==> src/verilog/mcs_pkg.sv <==
package mcs_pkg;

  // Clock
  localparam int unsigned CLK_HZ           = 20_000_000;
  localparam int unsigned CLK_NS           = 50;
  localparam int unsigned CYC_PER_US       = CLK_HZ / 1_000_000;

  // Timing
  localparam int unsigned T_RESET_MIN_NS   = 10_000;
  localparam int unsigned RESET_MIN_CYCLES = (T_RESET_MIN_NS + CLK_NS - 1) / CLK_NS;
  localparam int unsigned T_INIT_US        = 2000;
  localparam int unsigned INIT_CYCLES      = T_INIT_US * CYC_PER_US;
  localparam int unsigned T_CLEAR_MAX_US   = 500;
  localparam int unsigned CLEAR_MAX_CYCLES = T_CLEAR_MAX_US * CYC_PER_US;

  // Flag vector
  localparam int unsigned NUM_FLAGS_DEF    = 8;
  localparam int unsigned FLAG_RX_LOSS_BIT = 0;

  // Register offsets
  localparam int unsigned WB_ADDR_W        = 8;
  localparam logic [7:0]  ADDR_STATUS      = 8'h00;
  localparam logic [7:0]  ADDR_FLAGS       = 8'h04;
  localparam logic [7:0]  ADDR_FLAG_MASK   = 8'h08;
  localparam logic [7:0]  ADDR_CONTROL     = 8'h0C;
  localparam logic [7:0]  ADDR_IRQ_STATUS  = 8'h10;
  localparam logic [7:0]  ADDR_IRQ_MASK    = 8'h14;

  // Field positions
  localparam int unsigned STAT_NOT_READY   = 0;
  localparam int unsigned STAT_LOW_POWER   = 1;
  localparam int unsigned STAT_RESPOND     = 2;
  localparam int unsigned STAT_READY_FLAG  = 3;
  localparam int unsigned CTRL_PDOWN       = 0;
  localparam int unsigned IRQ_W            = 4;
  localparam int unsigned IRQ_READY        = 0;
  localparam int unsigned IRQ_FLAG         = 1;
  localparam int unsigned IRQ_MOD_RESET    = 2;
  localparam int unsigned IRQ_SERIAL_END   = 3;

  // Reset values
  localparam logic [7:0]       FLAG_MASK_RST = 8'h00;
  localparam logic             CTRL_PDOWN_RST = 1'b0;
  localparam logic [IRQ_W-1:0] IRQ_MASK_RST  = 4'h0;

  typedef enum logic [1:0] {
    ST_RESET,
    ST_INIT,
    ST_READY
  } mcs_state_t;

endpackage

==> src/verilog/mcs_wire_watch.sv <==
`timescale 1ns/1ns
module mcs_wire_watch (
  // Clock and reset
  input  wire logic clk,
  input  wire logic rst_n,
  // Bus gate
  input  wire logic enable,
  // Serial lines
  input  wire logic scl,
  input  wire logic sda,
  // Timing reference
  output logic      refEdge,
  output logic      refRead
);
  import mcs_pkg::*;

  logic       sclPrev_r;
  logic       sdaPrev_r;
  logic       inFrame_r;
  logic       armed_r;
  logic       rw_r;
  logic [3:0] bitCnt_r;
  logic       startCond;
  logic       stopCond;
  logic       sclRise;
  logic       sclFall;

  assign startCond = sclPrev_r && scl && sdaPrev_r && !sda;
  assign stopCond  = sclPrev_r && scl && !sdaPrev_r && sda;
  assign sclRise   = !sclPrev_r && scl;
  assign sclFall   = sclPrev_r && !scl;

  always_ff @(posedge clk or negedge rst_n) begin
    if (!rst_n) begin
      sclPrev_r <= 1'b1;
      sdaPrev_r <= 1'b1;
    end else begin
      sclPrev_r <= scl;
      sdaPrev_r <= sda;
    end
  end

  // Frame tracking, direction bit is the eighth bit of the address byte
  always_ff @(posedge clk or negedge rst_n) begin
    if (!rst_n) begin
      inFrame_r <= 1'b0;
      armed_r   <= 1'b0;
      rw_r      <= 1'b0;
      bitCnt_r  <= 4'h0;
    end else if (!enable) begin
      inFrame_r <= 1'b0;
      armed_r   <= 1'b0;
    end else if (startCond) begin
      inFrame_r <= 1'b1;
      bitCnt_r  <= 4'h0;
    end else if (stopCond) begin
      inFrame_r <= 1'b0;
      armed_r   <= inFrame_r;
    end else begin
      if (sclFall) begin
        armed_r <= 1'b0;
      end
      if (sclRise && inFrame_r && bitCnt_r != 4'h8) begin
        bitCnt_r <= bitCnt_r + 4'h1;
        if (bitCnt_r == 4'h7) begin
          rw_r <= sda;
        end
      end
    end
  end

  // First falling clock edge after the stop
  always_ff @(posedge clk or negedge rst_n) begin
    if (!rst_n) begin
      refEdge <= 1'b0;
      refRead <= 1'b0;
    end else begin
      refEdge <= enable && armed_r && sclFall;
      refRead <= rw_r;
    end
  end
endmodule

==> src/verilog/mcs_control_status.sv <==
// Contract
// A low level on module_reset_n lasting past the least reset pulse time resets the module.
// After power on the module clears data-not-ready and asserts module_interrupt_n once ready.
// Fully functional means data-not-ready, status bit 0, cleared with module_interrupt_n asserted.
// After module_reset_n rises the module initialises and reaches the fully functional state.
// The module answers on the serial bus only after it has come up from power on.
// Asserting low_power_select takes the module to the lower power level.
// A flag condition sets its flag bit and drives module_interrupt_n low.
// Entering receive signal loss sets the rx_signal_loss flag and asserts module_interrupt_n.
// Reading flags clears them and module_interrupt_n releases within 500 us.
// A set mask bit keeps its flag off module_interrupt_n, a cleared one restores it.
// The serial bus is answered only while module_select_n is asserted.
// The power-down control bit moves the module to low power, clearing it returns to full function.
// Delays after a serial transaction count from the falling clock edge after its stop.
// After module_interrupt_n asserts the host reads the flag bytes to find the cause.
// module_interrupt_n stays asserted while any unmasked flag is set and releases when all clear.
//
// Chosen here: the register addresses and the Wishbone interface to the registers.
`timescale 1ns/1ns
module mcs_control_status #(
  parameter int unsigned NUM_FLAGS   = mcs_pkg::NUM_FLAGS_DEF,
  parameter int unsigned INIT_CYCLES = mcs_pkg::INIT_CYCLES
) (
  // Clock and reset
  input  wire logic                         ref_clk,
  input  wire logic                         reset_n,
  // Wishbone slave
  input  wire logic                         wb_cyc_i,
  input  wire logic                         wb_stb_i,
  input  wire logic                         wb_we_i,
  input  wire logic [mcs_pkg::WB_ADDR_W-1:0] wb_adr_i,
  input  wire logic [31:0]                  wb_dat_i,
  input  wire logic [3:0]                   wb_sel_i,
  output logic      [31:0]                  wb_dat_o,
  output logic                              wb_ack_o,
  // Connector control pins
  input  wire logic                         module_reset_n,
  input  wire logic                         module_select_n,
  input  wire logic                         low_power_select,
  output logic                              module_interrupt_n,
  output logic                              module_present_n,
  // Serial management lines
  input  wire logic                         serialClk,
  input  wire logic                         serialData,
  // Optical side conditions
  input  wire logic                         rxSignalLoss,
  input  wire logic [NUM_FLAGS-1:1]         flagCondition,
  // Status outputs
  output logic                              lowPowerMode,
  output logic                              serialRespondEn,
  output logic                              irq
);
  import mcs_pkg::*;

  localparam int unsigned RST_W     = $clog2(RESET_MIN_CYCLES + 1);
  localparam int unsigned INIT_W    = $clog2(INIT_CYCLES + 1);
  localparam int          CLR_BOUND = 2;

  if (NUM_FLAGS < 2 || NUM_FLAGS > 8) begin : g_badFlags
    $error("NUM_FLAGS must be 2 to 8");
  end
  if (INIT_CYCLES < 2) begin : g_badInit
    $error("INIT_CYCLES must be at least 2");
  end

  mcs_state_t           state_r;
  logic [RST_W-1:0]     rstLowCnt_r;
  logic [INIT_W-1:0]    initCnt_r;
  logic                 pinResetValid;
  logic                 modEnter;
  logic                 readyPulse;
  logic                 dataNotReady_r;
  logic                 readyFlag_r;
  logic [NUM_FLAGS-1:0] flags_r;
  logic [NUM_FLAGS-1:0] flagMask_r;
  logic [NUM_FLAGS-1:0] condPrev_r;
  logic [NUM_FLAGS-1:0] flagCond;
  logic [NUM_FLAGS-1:0] flagRise;
  logic                 flagClr;
  logic                 ctrlPDown_r;
  logic [IRQ_W-1:0]     irqStat_r;
  logic [IRQ_W-1:0]     irqMask_r;
  logic [IRQ_W-1:0]     irqEvent;
  logic [IRQ_W-1:0]     irqClr;
  logic                 wbReq;
  logic                 wbWr;
  logic                 wbRd;
  logic                 hitStatus;
  logic                 hitFlags;
  logic                 hitMask;
  logic                 hitCtrl;
  logic                 hitIrqStat;
  logic                 hitIrqMask;
  logic [31:0]          rdData;
  logic                 refEdge;
  logic                 refRead;
  logic                 serialReadEnd;
  logic                 anyPending;

  // Reset pin qualification
  always_ff @(posedge ref_clk or negedge reset_n) begin
    if (!reset_n) begin
      rstLowCnt_r <= '0;
    end else if (module_reset_n) begin
      rstLowCnt_r <= '0;
    end else if (rstLowCnt_r != RST_W'(RESET_MIN_CYCLES)) begin
      rstLowCnt_r <= rstLowCnt_r + RST_W'(1);
    end
  end

  assign pinResetValid = rstLowCnt_r == RST_W'(RESET_MIN_CYCLES);
  assign modEnter      = pinResetValid && state_r != ST_RESET;
  assign readyPulse    = state_r == ST_INIT && !pinResetValid && initCnt_r == INIT_W'(INIT_CYCLES - 1);

  // Power-on and reset sequencing
  always_ff @(posedge ref_clk or negedge reset_n) begin
    if (!reset_n) begin
      state_r   <= ST_INIT;
      initCnt_r <= '0;
    end else begin
      case (state_r)
        ST_RESET: begin
          if (module_reset_n) begin
            state_r   <= ST_INIT;
            initCnt_r <= '0;
          end
        end
        ST_INIT: begin
          if (pinResetValid) begin
            state_r <= ST_RESET;
          end else if (readyPulse) begin
            state_r <= ST_READY;
          end else begin
            initCnt_r <= initCnt_r + INIT_W'(1);
          end
        end
        ST_READY: begin
          if (pinResetValid) begin
            state_r <= ST_RESET;
          end
        end
        default: begin
          state_r <= ST_RESET;
        end
      endcase
    end
  end

  // Data-not-ready status
  always_ff @(posedge ref_clk or negedge reset_n) begin
    if (!reset_n) begin
      dataNotReady_r <= 1'b1;
    end else if (modEnter) begin
      dataNotReady_r <= 1'b1;
    end else if (readyPulse) begin
      dataNotReady_r <= 1'b0;
    end
  end

  // Readiness interrupt source, cleared by reading status; set wins
  always_ff @(posedge ref_clk or negedge reset_n) begin
    if (!reset_n) begin
      readyFlag_r <= 1'b0;
    end else if (modEnter) begin
      readyFlag_r <= 1'b0;
    end else if (readyPulse) begin
      readyFlag_r <= 1'b1;
    end else if ((wbRd && hitStatus) || serialReadEnd) begin
      readyFlag_r <= 1'b0;
    end
  end

  // Wishbone decode
  assign wbReq = wb_cyc_i && wb_stb_i && !wb_ack_o;
  assign wbWr  = wbReq && wb_we_i && wb_sel_i[0];
  assign wbRd  = wbReq && !wb_we_i;

  always_comb begin
    rdData     = '0;
    hitStatus  = 1'b0;
    hitFlags   = 1'b0;
    hitMask    = 1'b0;
    hitCtrl    = 1'b0;
    hitIrqStat = 1'b0;
    hitIrqMask = 1'b0;
    if (wb_adr_i == ADDR_STATUS) begin
      hitStatus                = 1'b1;
      rdData[STAT_NOT_READY]   = dataNotReady_r;
      rdData[STAT_LOW_POWER]   = lowPowerMode;
      rdData[STAT_RESPOND]     = serialRespondEn;
      rdData[STAT_READY_FLAG]  = readyFlag_r;
    end else if (wb_adr_i == ADDR_FLAGS) begin
      hitFlags                 = 1'b1;
      rdData[NUM_FLAGS-1:0]    = flags_r;
    end else if (wb_adr_i == ADDR_FLAG_MASK) begin
      hitMask                  = 1'b1;
      rdData[NUM_FLAGS-1:0]    = flagMask_r;
    end else if (wb_adr_i == ADDR_CONTROL) begin
      hitCtrl                  = 1'b1;
      rdData[CTRL_PDOWN]       = ctrlPDown_r;
    end else if (wb_adr_i == ADDR_IRQ_STATUS) begin
      hitIrqStat               = 1'b1;
      rdData[IRQ_W-1:0]        = irqStat_r;
    end else if (wb_adr_i == ADDR_IRQ_MASK) begin
      hitIrqMask               = 1'b1;
      rdData[IRQ_W-1:0]        = irqMask_r;
    end
  end

  // Single wait state answer, unmapped reads return zero
  always_ff @(posedge ref_clk or negedge reset_n) begin
    if (!reset_n) begin
      wb_ack_o <= 1'b0;
      wb_dat_o <= '0;
    end else begin
      wb_ack_o <= wbReq;
      wb_dat_o <= wbRd ? rdData : '0;
    end
  end

  // Flag mask and power-down control
  always_ff @(posedge ref_clk or negedge reset_n) begin
    if (!reset_n) begin
      flagMask_r <= FLAG_MASK_RST[NUM_FLAGS-1:0];
    end else if (modEnter) begin
      flagMask_r <= FLAG_MASK_RST[NUM_FLAGS-1:0];
    end else if (wbWr && hitMask) begin
      flagMask_r <= wb_dat_i[NUM_FLAGS-1:0];
    end
  end

  always_ff @(posedge ref_clk or negedge reset_n) begin
    if (!reset_n) begin
      ctrlPDown_r <= CTRL_PDOWN_RST;
    end else if (modEnter) begin
      ctrlPDown_r <= CTRL_PDOWN_RST;
    end else if (wbWr && hitCtrl) begin
      ctrlPDown_r <= wb_dat_i[CTRL_PDOWN];
    end
  end

  always_ff @(posedge ref_clk or negedge reset_n) begin
    if (!reset_n) begin
      lowPowerMode <= 1'b1;
    end else begin
      lowPowerMode <= low_power_select || ctrlPDown_r;
    end
  end

  // Serial bus gating and transaction end detection
  always_ff @(posedge ref_clk or negedge reset_n) begin
    if (!reset_n) begin
      serialRespondEn <= 1'b0;
    end else begin
      serialRespondEn <= state_r == ST_READY && !module_select_n;
    end
  end

  mcs_wire_watch u_watch (
    .clk     (ref_clk),
    .rst_n   (reset_n),
    .enable  (serialRespondEn),
    .scl     (serialClk),
    .sda     (serialData),
    .refEdge (refEdge),
    .refRead (refRead)
  );

  assign serialReadEnd = refEdge && refRead;

  // Flag bits, one per condition; set wins over clear-on-read
  assign flagCond = {flagCondition, rxSignalLoss};
  assign flagRise = (state_r == ST_READY) ? (flagCond & ~condPrev_r) : '0;
  assign flagClr  = (wbRd && hitFlags) || serialReadEnd;

  for (genvar i = 0; i < NUM_FLAGS; i++) begin : g_flag
    always_ff @(posedge ref_clk or negedge reset_n) begin
      if (!reset_n) begin
        condPrev_r[i] <= 1'b0;
        flags_r[i]    <= 1'b0;
      end else begin
        condPrev_r[i] <= flagCond[i];
        if (modEnter) begin
          flags_r[i] <= 1'b0;
        end else if (flagRise[i]) begin
          flags_r[i] <= 1'b1;
        end else if (flagClr) begin
          flags_r[i] <= 1'b0;
        end
      end
    end
  end

  // Interrupt pin
  assign anyPending = readyFlag_r || |(flags_r & ~flagMask_r);

  always_ff @(posedge ref_clk or negedge reset_n) begin
    if (!reset_n) begin
      module_interrupt_n <= 1'b1;
    end else begin
      module_interrupt_n <= !anyPending;
    end
  end

  always_ff @(posedge ref_clk or negedge reset_n) begin
    if (!reset_n) begin
      module_present_n <= 1'b0;
    end else begin
      module_present_n <= 1'b0;
    end
  end

  // Internal event status, write one to clear, set wins
  assign irqEvent = {refEdge, modEnter, |flagRise, readyPulse};
  assign irqClr   = (wbWr && hitIrqStat) ? wb_dat_i[IRQ_W-1:0] : '0;

  always_ff @(posedge ref_clk or negedge reset_n) begin
    if (!reset_n) begin
      irqStat_r <= '0;
      irqMask_r <= IRQ_MASK_RST;
      irq       <= 1'b0;
    end else begin
      irqStat_r <= (irqStat_r & ~irqClr) | irqEvent;
      if (wbWr && hitIrqMask) begin
        irqMask_r <= wb_dat_i[IRQ_W-1:0];
      end
      irq <= |(irqStat_r & irqMask_r);
    end
  end
endmodule

==> config.mk <==
export PLATFORM = sky130hd
export DESIGN_NAME = mcs_control_status
export DESIGN_NICKNAME = d
export VERILOG_FILES = /design/src/verilog/mcs_pkg.sv /design/src/verilog/mcs_wire_watch.sv /design/src/verilog/mcs_control_status.sv
export SDC_FILE = /design/constraint.sdc
export NUM_CORES = 1
export LEC_CHECK = 0
export BUFFER_PORTS_ARGS = -buffer_cell sky130_fd_sc_hd__buf_2
export CORE_MARGIN = 3
export CORE_UTILIZATION = 54
export DETAILED_ROUTE_END_ITERATION = 7
export HOLD_SLACK_MARGIN = 0.03
export PLACE_DENSITY_LB_ADDON = 0.1
export SYNTH_ARGS = -nofsm -noshare
export SYNTH_HDL_FRONTEND = slang
export SYNTH_SLANG_ARGS = --single-unit
export TNS_END_PERCENT = 50
==> constraint.sdc <==
create_clock -name ref_clk -period 3.18 [get_ports ref_clk]
set_clock_uncertainty 0.2 [all_clocks]
set_input_delay 0.159 -clock ref_clk [delete_from_list [all_inputs] [get_ports ref_clk]]
set_output_delay 0.159 -clock ref_clk [all_outputs]
set_load 0.05 [all_outputs]
==> results.py, run 1 <==
metrics = {
    "power": {
        "seq_power_share_pct": 52.6,
        "power.density_nw_per_um2": 476,
        "clkPwrFrac_pct": 35.1,
        "p_sw_mw": 0.610,
        "p_sw_share_pct": 26.6,
        "power_frac_comb_pct": 12.3,
        "p_total_mw": 2.30,
        "max-vdd-ir-drop_uv": 249,
        "internal_power_mw": 1.69,
        "p_leak_nw": 2.32,
    },
    "placement": {
        "dp_slack_ns": 0.704,
        "port_buffers": 47,
        "gp_congestion": 0.821,
        "dp_hpwl_um": 5660,
        "placed_cell_area_sq_um": 4360,
    },
    "global_route": {
        "grt_util_all_layers_pct": 20.3,
        "grt_first_pass_wirelength_um": 13800,
        "grt_start_max_net_pins": 86,
        "grt.overflow.total": 0,
        "antenna_found_initial": 0,
        "grt_pass1_vias": 2914,
    },
    "clocking": {
        "clk_latency_ns": 0.35,
        "cts_resized": 0,
        "cts_buffer_depth": 2,
        "cts_setup_buffers": 0,
        "clock-sinks": 85,
        "postCtsHoldBufs": 26,
        "h-tree-depth": 3,
        "numCtsBuffers": 9,
        "cts-root-buf": "clkbuf_8",
        "tritoncts": "yes",
        "clk_pin_slew_ns": 0.08,
    },
    "sta": {
        "hold_viol": 0,
        "max_slew_margin_pct": 31.3,
        "tightest_slew_ns": 1.03,
        "fin_crit_sh_pct": 80.6,
        "rsz0062_at_grt": "no",
        "finalCriticalPeriod_ns": 2.56,
        "tns_ns": 0,
        "fmax_mhz": 390,
        "fin_ws_ns": 0.615,
        "slew_viol_final": 0,
        "setup_viol": 0,
    },
    "detailed_routing": {
        "wirelength_um": 8200,
        "wl_per_cell_um": 14.2,
        "drc": 0,
        "drt_pre_antenna_iters": 5,
        "vias_per_cell": 5.33,
        "vias": 3081,
        "drt_iter0_drc": 159,
        "ant_nets": 0,
    },
    "hold_path": {
        "min_path_type": "in -> reg",
        "min_from": "wb_stb_i",
        "hold_depth": 4,
    },
    "floorplan": {
        "num_rows": 31,
        "die_area_sq_um": 8740,
        "die_h_um": 93.5,
        "io_pins": 100,
        "fp.dieW_um": 93.5,
        "core_sq_um": 7330,
        "start_util_pct": 56.4,
    },
    "layout": {
        "seq_area_sq_um": 2130,
        "final_common_cell": "dfrtp_1",
        "final_nets": 541,
        "antenna_cells": 0,
        "multi_input_area_sq_um": 1790,
        "area_growth_pct": 16.7,
        "fin_util_pct": 65.8,
        "fill_cells": 621,
        "mostFrequentLayoutCells": "79 x dfrtp_1, 46 x buf_2, 45 x nor2_1, 26 x dlygate4sd3_1, 25 x conb_1",
        "fin_area_sq_um": 4820,
        "drive_above_1_share_pct": 16.3,
    },
    "critical_path": {
        "end_kind": "register",
        "required_ns": 3.22,
        "cp_slowest_cell": "dlygate4sd3_1",
        "worst_setup_path_start_kind": "register",
        "max_stage_delay_ns": 0.58,
        "path_class": "reg -> reg",
        "r2r-start": "wb_ack_o",
        "worstPathMaxFanout": 8,
        "startpoint": "wb_ack_o",
        "crit_arrival_ns": 2.60,
        "crit_chain": "nand3b_1 -> dlygate4sd3_1 -> inv_1 -> and3_1 -> nand3_1 -> mux2i_1 -> nor2_1",
        "worst-r2r-cell-count": 7,
    },
    "logic_synthesis": {
        "yosysUniqueCellTypes": 62,
        "synth_edf_count": 0,
        "yosys_most_used_dff": "dfrtp_1",
        "ys.warnings.count": 0,
        "netlist_instances": 399,
        "avgSynthCellArea_sq_um": 10.4,
        "ys_ff_latch": 85,
        "async_reset_ff_share_pct": 100,
        "syn_area_sq_um": 4130,
        "seq_area_frac_synth_pct": 51.6,
    },
    "flow_run": {
        "maxCapViolCount": 0,
    },
    "outcome": {
        "status": "finished clean",
    },
}
## synth_stat cells (2+ instances only)
cell	number	share of area, %
dfrtp_1	79	48
o21ai_1	3	0.36
a21o_1	4	0.73
and4b_1	2	0.48
and3_1	9	1.4
nor4_1	3	0.45
buf_1	2	0.18
o31ai_1	6	1.1
nor3_1	7	0.85
inv_1	18	1.6
buf_4	25	4.5
or3_1	2	0.30
or4b_1	2	0.48
a21boi_0	2	0.36
nor2b_1	15	2.3
a22o_1	9	1.9
dfstp_2	6	3.8
nand3b_1	2	0.36
xor2_1	11	2.3
nand4b_1	3	0.64
o211ai_1	3	0.54
nand2_1	24	2.2
o21ai_0	7	0.85
o22ai_1	2	0.30
or4_1	2	0.36
clkbuf_1	5	0.45
nand3_1	18	2.2
and3b_1	2	0.42
xnor2_1	6	1.3
nand4_1	6	0.91
mux2i_1	13	3.1
a22oi_1	6	1.1
nor2_1	45	4.1
ha_1	5	1.5
mux2_2	6	1.6
buf_6	2	0.54
a21oi_1	11	1.3
or2_1	2	0.30
## flip-flops by register name, summed over array words and instances, names as in the netlist, 2 cells and up
signal / count
condPrev_r: 8
flagMask_r: 8
flags_r: 8
initCnt_r: 16
irqMask_r: 4
irqStat_r: 4
rstLowCnt_r: 8
state_r: 2
u_watch.bitCnt_r: 4
wb_dat_o: 8
## through the flow
step                hold WS, ns  std cells
floorplan                -0.337        423
global placement         0.0778        536
detailed placement       0.0817        536
CTS                      0.0509        578
global route             0.0766        578
finish                   0.0724        578
## area by class of cell
cell class | instances | share of cell area [%]
Multi-Input combinational cell | 286 | 37.0
Inverter | 18 | 1.40
Clock buffer | 12 | 2.80
Timing Repair Buffer | 74 | 10.5
Clock inverter | 4 | 1.50
Sequential cell | 85 | 44.2
Tap cell | 99 | 2.57
## critical path, delay by kind of cell, from the launching register on
family                 cells  cell delay (ns)
muxes                      1             0.33
and+or+nand+nor            4             0.90
buffers and inverters      2             0.64
DFF                        1             0.37
## layer usage
layer | GRT usage (%) | wire [um] | part of all wire, % | vias up
met1 | 27.9 | 3960 | 48 | 1465
met4 | 7.57 | 108 | 1.3 | 0
li1 | - | - | - | 1516
met3 | 3.94 | 479 | 5.8 | 7
met2 | 31.9 | 3650 | 45 | 93
met5 | 0 | 0 | 0 | -
## path summary, 6_finish.rpt
path / to / slack, ns
max: flagMask_r[4] / 0.62
max in group asynchronous: flagMask_r[1] / 1.78
max reg2reg: flagMask_r[4] / 0.62
min reg2reg: u_watch.refRead / 0.20
min: readyFlag_r / 0.07
min in group asynchronous: wb_dat_o[7] / 0.30
## kinds of logic (layout without fill, tap and decap cells)
group | after synthesis | count (layout) | synth area share [%]
simple gates | 153 | 153 | 19.5
flops | 85 | 85 | 51.6
compound gates | 67 | 67 | 11.5
buf+inv | 52 | 108 | 7.35
mux | 19 | 19 | 4.78
xor+xnor | 17 | 17 | 3.60
fa+ha+maj | 5 | 5 | 1.51
other cells | 1 | 25 | 0.0907
## power groups by stage
stage	registers [mW]	logic, mW	clock network (mW)
2_1_floorplan	1.22	0.207	0
3_3_place_gp	1.23	0.253	0
3_5_place_dp	1.23	0.258	0
4_1_cts	1.21	0.284	0.833
5_1_grt	1.22	0.321	0.887
6_report	1.21	0.283	0.807
Power figures use the tool's default switching activity.
==> inputs of run 2 (changes only) <==
- ABC_AREA: not set -> 1
- CORE_UTILIZATION: 54 -> 49
- clock period: 3.18 -> 2.09 ns (I/O delays scaled with it)
==> run 2 against run 1 <==
Net effect:
- power grew 39%
- final area grew 7.7%
- clock-buffer cell count stayed put
- sequential cell count is the same
- register-to-register slack got worse by 0.42 ns
- synthesized cell count rose by 35%
- critical endpoint is now ctrlPDown_r
- largest power group unchanged
==> results.py, run 2 <==
metrics = {
    "flow_run": {
        "maxCapViolCount": 0,
    },
    "floorplan": {
        "core_sq_um": 8460,
        "io_pins": 100,
        "fp.dieW_um": 101,
        "start_util_pct": 51.9,
        "die_area_sq_um": 10100,
        "die_h_um": 101,
        "num_rows": 33,
    },
    "clocking": {
        "clk_pin_slew_ns": 0.09,
        "clock-sinks": 85,
        "numCtsBuffers": 9,
        "tritoncts": "yes",
        "clk_latency_ns": 0.36,
        "cts_buffer_depth": 2,
        "h-tree-depth": 3,
        "cts-root-buf": "clkbuf_8",
    },
    "placement": {
        "dp_slack_ns": 0.206,
        "port_buffers": 47,
        "dp_cells": 688,
        "dp_hpwl_um": 6660,
        "gp_congestion": 0.873,
    },
    "sta": {
        "tightest_slew_ns": 0.544,
        "fin_crit_sh_pct": 92.1,
        "fmax_mhz": 519,
        "max_slew_margin_pct": 63.6,
        "rsz0062_at_grt": "no",
        "fin_hold_ws_ns": 0.0475,
        "fin_ws_ns": 0.165,
        "slew_viol_final": 0,
        "setup_viol": 0,
        "hold_viol": 0,
        "finalCriticalPeriod_ns": 1.93,
        "tns_ns": 0,
    },
    "layout": {
        "regMostFlops": "initCnt_r",
        "largest_reg_flops": 16,
        "drive_above_1_share_pct": 15.1,
        "antenna_cells": 0,
        "area_growth_pct": 18.3,
        "final_common_cell": "nand2_1",
        "fin_cells": 736,
        "final_nets": 693,
        "mostFrequentLayoutCells": "135 x nand2_1, 79 x dfrtp_1, 57 x nor2_1, 54 x inv_1, 46 x buf_2",
        "fill_cells": 721,
    },
    "power": {
        "power.density_nw_per_um2": 616,
        "p_sw_share_pct": 26.2,
        "internal_power_mw": 2.36,
        "power_frac_comb_pct": 9.7,
        "p_leak_nw": 2.52,
        "max-vdd-ir-drop_uv": 331,
        "p_sw_mw": 0.838,
        "seq_power_share_pct": 52.8,
        "clkPwrFrac_pct": 37.5,
    },
    "logic_synthesis": {
        "async_reset_ff_share_pct": 100,
        "ys.warnings.count": 0,
        "syn_area_sq_um": 4390,
        "synth_commonest_cells": "135 x nand2_1, 79 x dfrtp_1, 57 x nor2_1, 54 x inv_1, 40 x nand3_1",
        "ys_ff_latch": 85,
        "synth_edf_count": 0,
        "seq_area_frac_synth_pct": 48.6,
        "synth_top_area_cell": "dfrtp_1",
        "synth.area.top_cells": "dfrtp_1 45%, nand2_1 12%, nor2_1 4.9%, inv_1 4.6%, nand3_1 4.6%",
        "yosysUniqueCellTypes": 40,
        "yosys_most_used_dff": "dfrtp_1",
        "yosysMostFrequentCell": "nand2_1",
        "avgSynthCellArea_sq_um": 8.18,
        "netlist_instances": 537,
        "synth_top_area_share_pct": 45.0,
    },
    "critical_path": {
        "max_stage_delay_ns": 0.60,
        "path_class": "in -> reg",
        "end_kind": "register",
        "path_delay_family": "buffers and inverters",
        "crit_buf_inv": 4,
        "crit_arrival_ns": 1.97,
        "crit_chain": "dlygate4sd3_1 -> buf_2 -> inv_1 -> nand2_1 -> nor2_2 -> nand4_1 -> dlygate4sd3_1 -> a21oi_1 -> a21oi_1",
        "worstPathMaxFanout": 4,
        "required_ns": 2.14,
        "worst_setup_path_start_kind": "primary input",
        "cp_slowest_cell": "dlygate4sd3_1",
    },
    "hold_path": {
        "min_path_type": "in -> reg",
    },
    "global_route": {
        "grt_pass1_vias": 3324,
        "antenna_found_initial": 0,
        "grt_start_max_net_pins": 33,
        "grt_util_all_layers_pct": 19.2,
        "grt_first_pass_wirelength_um": 15400,
        "grt.overflow.total": 0,
    },
    "detailed_routing": {
        "vias": 3672,
        "drt_pre_antenna_iters": 4,
        "drc": 0,
        "vias_per_cell": 4.99,
        "wl_per_cell_um": 12.7,
        "wirelength_um": 9370,
        "drt_iter0_drc": 150,
        "ant_nets": 0,
    },
    "outcome": {
        "status": "finished clean",
    },
}
==> run 2: changes by cell type after synthesis, moves of 13 or more <==
cell / before / now
mux2i_1: 13 / 0
nand2_1: 24 / 135
nor2b_1: 15 / 0
o21ai_0: 7 / 21
inv_1: 18 / 54
nand3_1: 18 / 40
==> run 2: tightest hold or removal path, cell delays in order <==
cell and delay [ns]:
buf_2 0.09, nor2_1 0.05, nand3_1 0.10, nor2_2 0.10, nand2_1 0.07, a21oi_1 0.06
==> run 2: what timing repair did <==
| item | CTS | global route |
|---|---|---|
| gates resized for setup | 0 | 1 |
| hold buffers | 31 | 0 |
| buffers inserted | 0 | 1 |
| hold endpoints to repair | 145 | 0 |
| endpoints found under the setup margin | 0 | 1 |
==> run 2: per-stage QoR <==
| stage | total power, mW | instance area (sq um) | util [%] |
|---|---|---|---|
| after floorplan | 1.92 | 4480 | - |
| after global placement | 1.98 | 4670 | 55.2 |
| after detailed placement | 1.99 | 4670 | 55.2 |
| after CTS | 3.23 | 5180 | 61.2 |
| after global routing | 3.32 | 5190 | 61.4 |
| final | 3.20 | 5190 | 61.4 |
==> run 2: cell type report <==
cell class	instances	area (sq um)	area share (%)
clock inverter	4	56.3	1.08
tap	105	131	2.53
multi-input combinational	390	1910	36.8
clock buffer	12	145	2.79
inverter	58	223	4.29
sequential	85	2130	41.1
timing repair buffer	82	591	11.4
==> run 2: kinds of logic (layout without fill, tap and decap cells) <==
kind of cell	after synthesis	in the layout	synth area share (%)
adder cells (fa/ha/maj)	5	5	1.42
other	1	25	0.0854
flip-flops	85	85	48.6
AND/OR/NAND/NOR	284	284	29.5
XOR/XNOR	14	14	2.79
buffers and inverters	86	156	9.97
AO/OA/AOI/OAI	62	62	7.61
==> run 2: worst paths after layout <==
kind / endpoint / from / cells past startpoint / slack [ns]
worst max-delay path: ctrlPDown_r / wb_adr_i[0] / 9 / 0.16
worst min register to register: u_watch.refRead / u_watch.rw_r / 0 / 0.19
min in group asynchronous: flagMask_r[0] / reset_n / 3 / 0.57
worst min-delay path: wb_dat_o[4] / wb_adr_i[1] / 6 / 0.05
max in group asynchronous: irqMask_r[2] / reset_n / 4 / 0.24
worst max register to register: ctrlPDown_r / wb_ack_o / 7 / 0.20
==> run 2: power by group through the flow <==
stage               sequential [mW]  combinational (mW)  clock, mW
global placement               1.72               0.263          0
finish                         1.69               0.311       1.20
detailed placement             1.72               0.267          0
floorplan                      1.72               0.197          0
CTS                            1.69               0.311       1.23
global route                   1.69               0.341       1.29
==> run 2: per-layer routing <==
| layer | vias to the layer above | global-route usage, % | share of wire, % |
|---|---|---|---|
| li1 | 1861 | - | - |
| met1 | 1698 | 26.0 | 47 |
| met2 | 98 | 30.7 | 46 |
| met3 | 15 | 2.77 | 4.7 |
| met4 | 0 | 8.29 | 2.1 |
| met5 | - | 0 | 0 |
==> inputs of run 3 (changes only) <==
- CELL_PAD_IN_SITES_DETAIL_PLACEMENT: not set -> 1
- CELL_PAD_IN_SITES_GLOBAL_PLACEMENT: not set -> 1
- CORE_UTILIZATION: 49 -> 36
==> run 3 against run 2 <==
Net effect:
- power increased by 15%
- register-to-register slack got worse by 0.02 ns
- highest routed layer unchanged
- largest power group unchanged
- critical path depth increased by 3
- worst hold slack improved by 0.029 ns
- die area increased by 34%
- sequential power about the same
- wire length increased by 23%
- final area increased by 3.0%
==> results.py, run 3 (synthesized netlist as in run 2, its figures left out) <==
metrics = {
    "detailed_routing": {
        "drt_iter0_drc": 167,
        "vias": 3759,
        "ant_nets": 0,
        "drt_pre_antenna_iters": 4,
        "wirelength_um": 11500,
        "wl_per_cell_um": 14.8,
        "vias_per_cell": 4.86,
        "drc": 0,
    },
    "sta": {
        "hold_viol": 0,
        "max_slew_margin_pct": 59.0,
        "finalCriticalPeriod_ns": 1.94,
        "slew_viol_final": 0,
        "tns_ns": 0,
        "fmax_mhz": 515,
        "rsz0062_at_grt": "no",
        "tightest_slew_ns": 0.616,
        "fin_crit_sh_pct": 92.8,
        "setup_viol": 0,
    },
    "global_route": {
        "grt_start_max_net_pins": 49,
        "grt.overflow.total": 0,
        "antenna_found_initial": 0,
        "grt_util_all_layers_pct": 18.3,
        "grt_pass1_vias": 3929,
        "grt_first_pass_wirelength_um": 19100,
    },
    "clocking": {
        "numCtsBuffers": 9,
        "h-tree-depth": 3,
        "clk_latency_ns": 0.35,
        "clk_pin_slew_ns": 0.07,
        "clock-sinks": 85,
        "cts_buffer_depth": 2,
        "tritoncts": "yes",
        "cts-root-buf": "clkbuf_16",
    },
    "critical_path": {
        "ff2ff_setup_slack_ns": 0.18,
        "path_class": "in -> reg",
        "worstPathMaxFanout": 5,
        "rr_endpoint": "ctrlPDown_r",
        "crit_arrival_ns": 2.03,
        "end_kind": "register",
        "worst_setup_path_start_kind": "primary input",
        "r2r-start": "wb_ack_o",
        "worst-r2r-cell-count": 7,
        "required_ns": 2.18,
    },
    "outcome": {
        "status": "finished clean",
    },
    "layout": {
        "final_common_cell": "nand2_1",
        "regMostFlops": "initCnt_r",
        "fill_cells": 1444,
        "mostFrequentLayoutCells": "135 x nand2_1, 79 x dfrtp_1, 56 x nor2_1, 53 x inv_1, 46 x buf_2",
        "drive_above_1_share_pct": 16.0,
        "final_nets": 693,
        "multi_input_area_sq_um": 1930,
        "seq_area_sq_um": 2130,
        "area_growth_pct": 21.9,
        "fin_util_pct": 45.9,
        "largest_reg_flops": 16,
        "antenna_cells": 0,
    },
    "power": {
        "max-vdd-ir-drop_uv": 427,
        "power.density_nw_per_um2": 687,
        "p_leak_nw": 2.56,
    },
    "floorplan": {
        "fp.dieW_um": 116,
        "num_rows": 39,
        "start_util_pct": 37.6,
        "io_pins": 100,
        "die_area_sq_um": 13600,
        "die_h_um": 116,
        "core_sq_um": 11700,
    },
    "placement": {
        "gp_congestion": 0.813,
        "dp_hpwl_um": 8440,
        "port_buffers": 47,
    },
    "hold_path": {
        "min_from": "wb_adr_i[0]",
        "min_path_type": "in -> reg",
        "min_to": "wb_dat_o[4]",
        "hold_depth": 6,
    },
    "flow_run": {
        "maxCapViolCount": 0,
    },
}
[run 3: per-stage QoR]
step | setup slack (ns) | area, sq um | hold slack [ns] | instances | total power, mW
global placement | 0.204 | 4720 | -0.00400 | 728 | 1.98
finish | 0.150 | 5350 | 0.0769 | 774 | 3.68
floorplan | 0.393 | 4480 | -0.391 | 561 | 1.92
detailed placement | 0.152 | 4720 | -0.00380 | 728 | 1.99
global route | 0.0000404 | 5350 | 0.109 | 774 | 3.83
CTS | 0.0129 | 5320 | 0.0516 | 773 | 3.73
[run 3: worst max-delay path by stage]
| stage | start | to | slack (ns) | depth (start not counted) |
|---|---|---|---|---|
| after floorplan | initCnt_r[0] | initCnt_r[15] | 0.39 | 9 |
| after global placement | rstLowCnt_r[0] | initCnt_r[10] | 0.20 | 10 |
| after detailed placement | rstLowCnt_r[0] | initCnt_r[10] | 0.15 | 10 |
| after CTS | wb_adr_i[2] | wb_dat_o[0] | 0.01 | 9 |
| after global routing | rstLowCnt_r[1] | flags_r[2] | 0.00004 | 7 |
| final | wb_adr_i[2] | wb_dat_o[0] | 0.15 | 12 |
[run 3: what timing repair did]
item | 4_1_cts | 5_1_grt
endpoints found under the hold margin | 139 | 0
setup endpoints to repair | 0 | 4
setup buffers | 0 | 1
hold buffers | 29 | 0
gates resized for setup | 0 | 7
[run 3: cell type report]
type	count	area share [%]
clock buffer	9	4.21
multi-input combinational	390	36.2
timing repair buffer	82	10.7
tap	143	3.34
inverter	58	4.16
clock inverter	7	1.52
sequential	85	39.9
[run 3: power by group]
group / internal, mW / leakage, nW / switching [mW]
logic: 0.0890 / 1.33 / 0.222
clock network: 0.943 / 0.141 / 0.733
registers: 1.67 / 1.09 / 0.0175
[run 3: metal layers]
metal / vias to the layer above / routed length [um] / track usage [%]
li1: 1865 / - / -
met2: 42 / 5850 / 31.9
met3: 11 / 279 / 3.42
met4: 0 / 189 / 6.73
met5: - / 0 / 0
met1: 1841 / 5170 / 22.5
[run 3: worst max-delay path, stage by stage]
cell and delay, ns:
dlygate4sd3_1 0.53, buf_2 0.16, inv_2 0.09, nand2_1 0.09, nor2_4 0.13, nand3_1 0.08
nand2_1 0.08, inv_1 0.05, nand3_1 0.06, nor2_1 0.04, nor2_1 0.07, dlygate4sd3_1 0.54
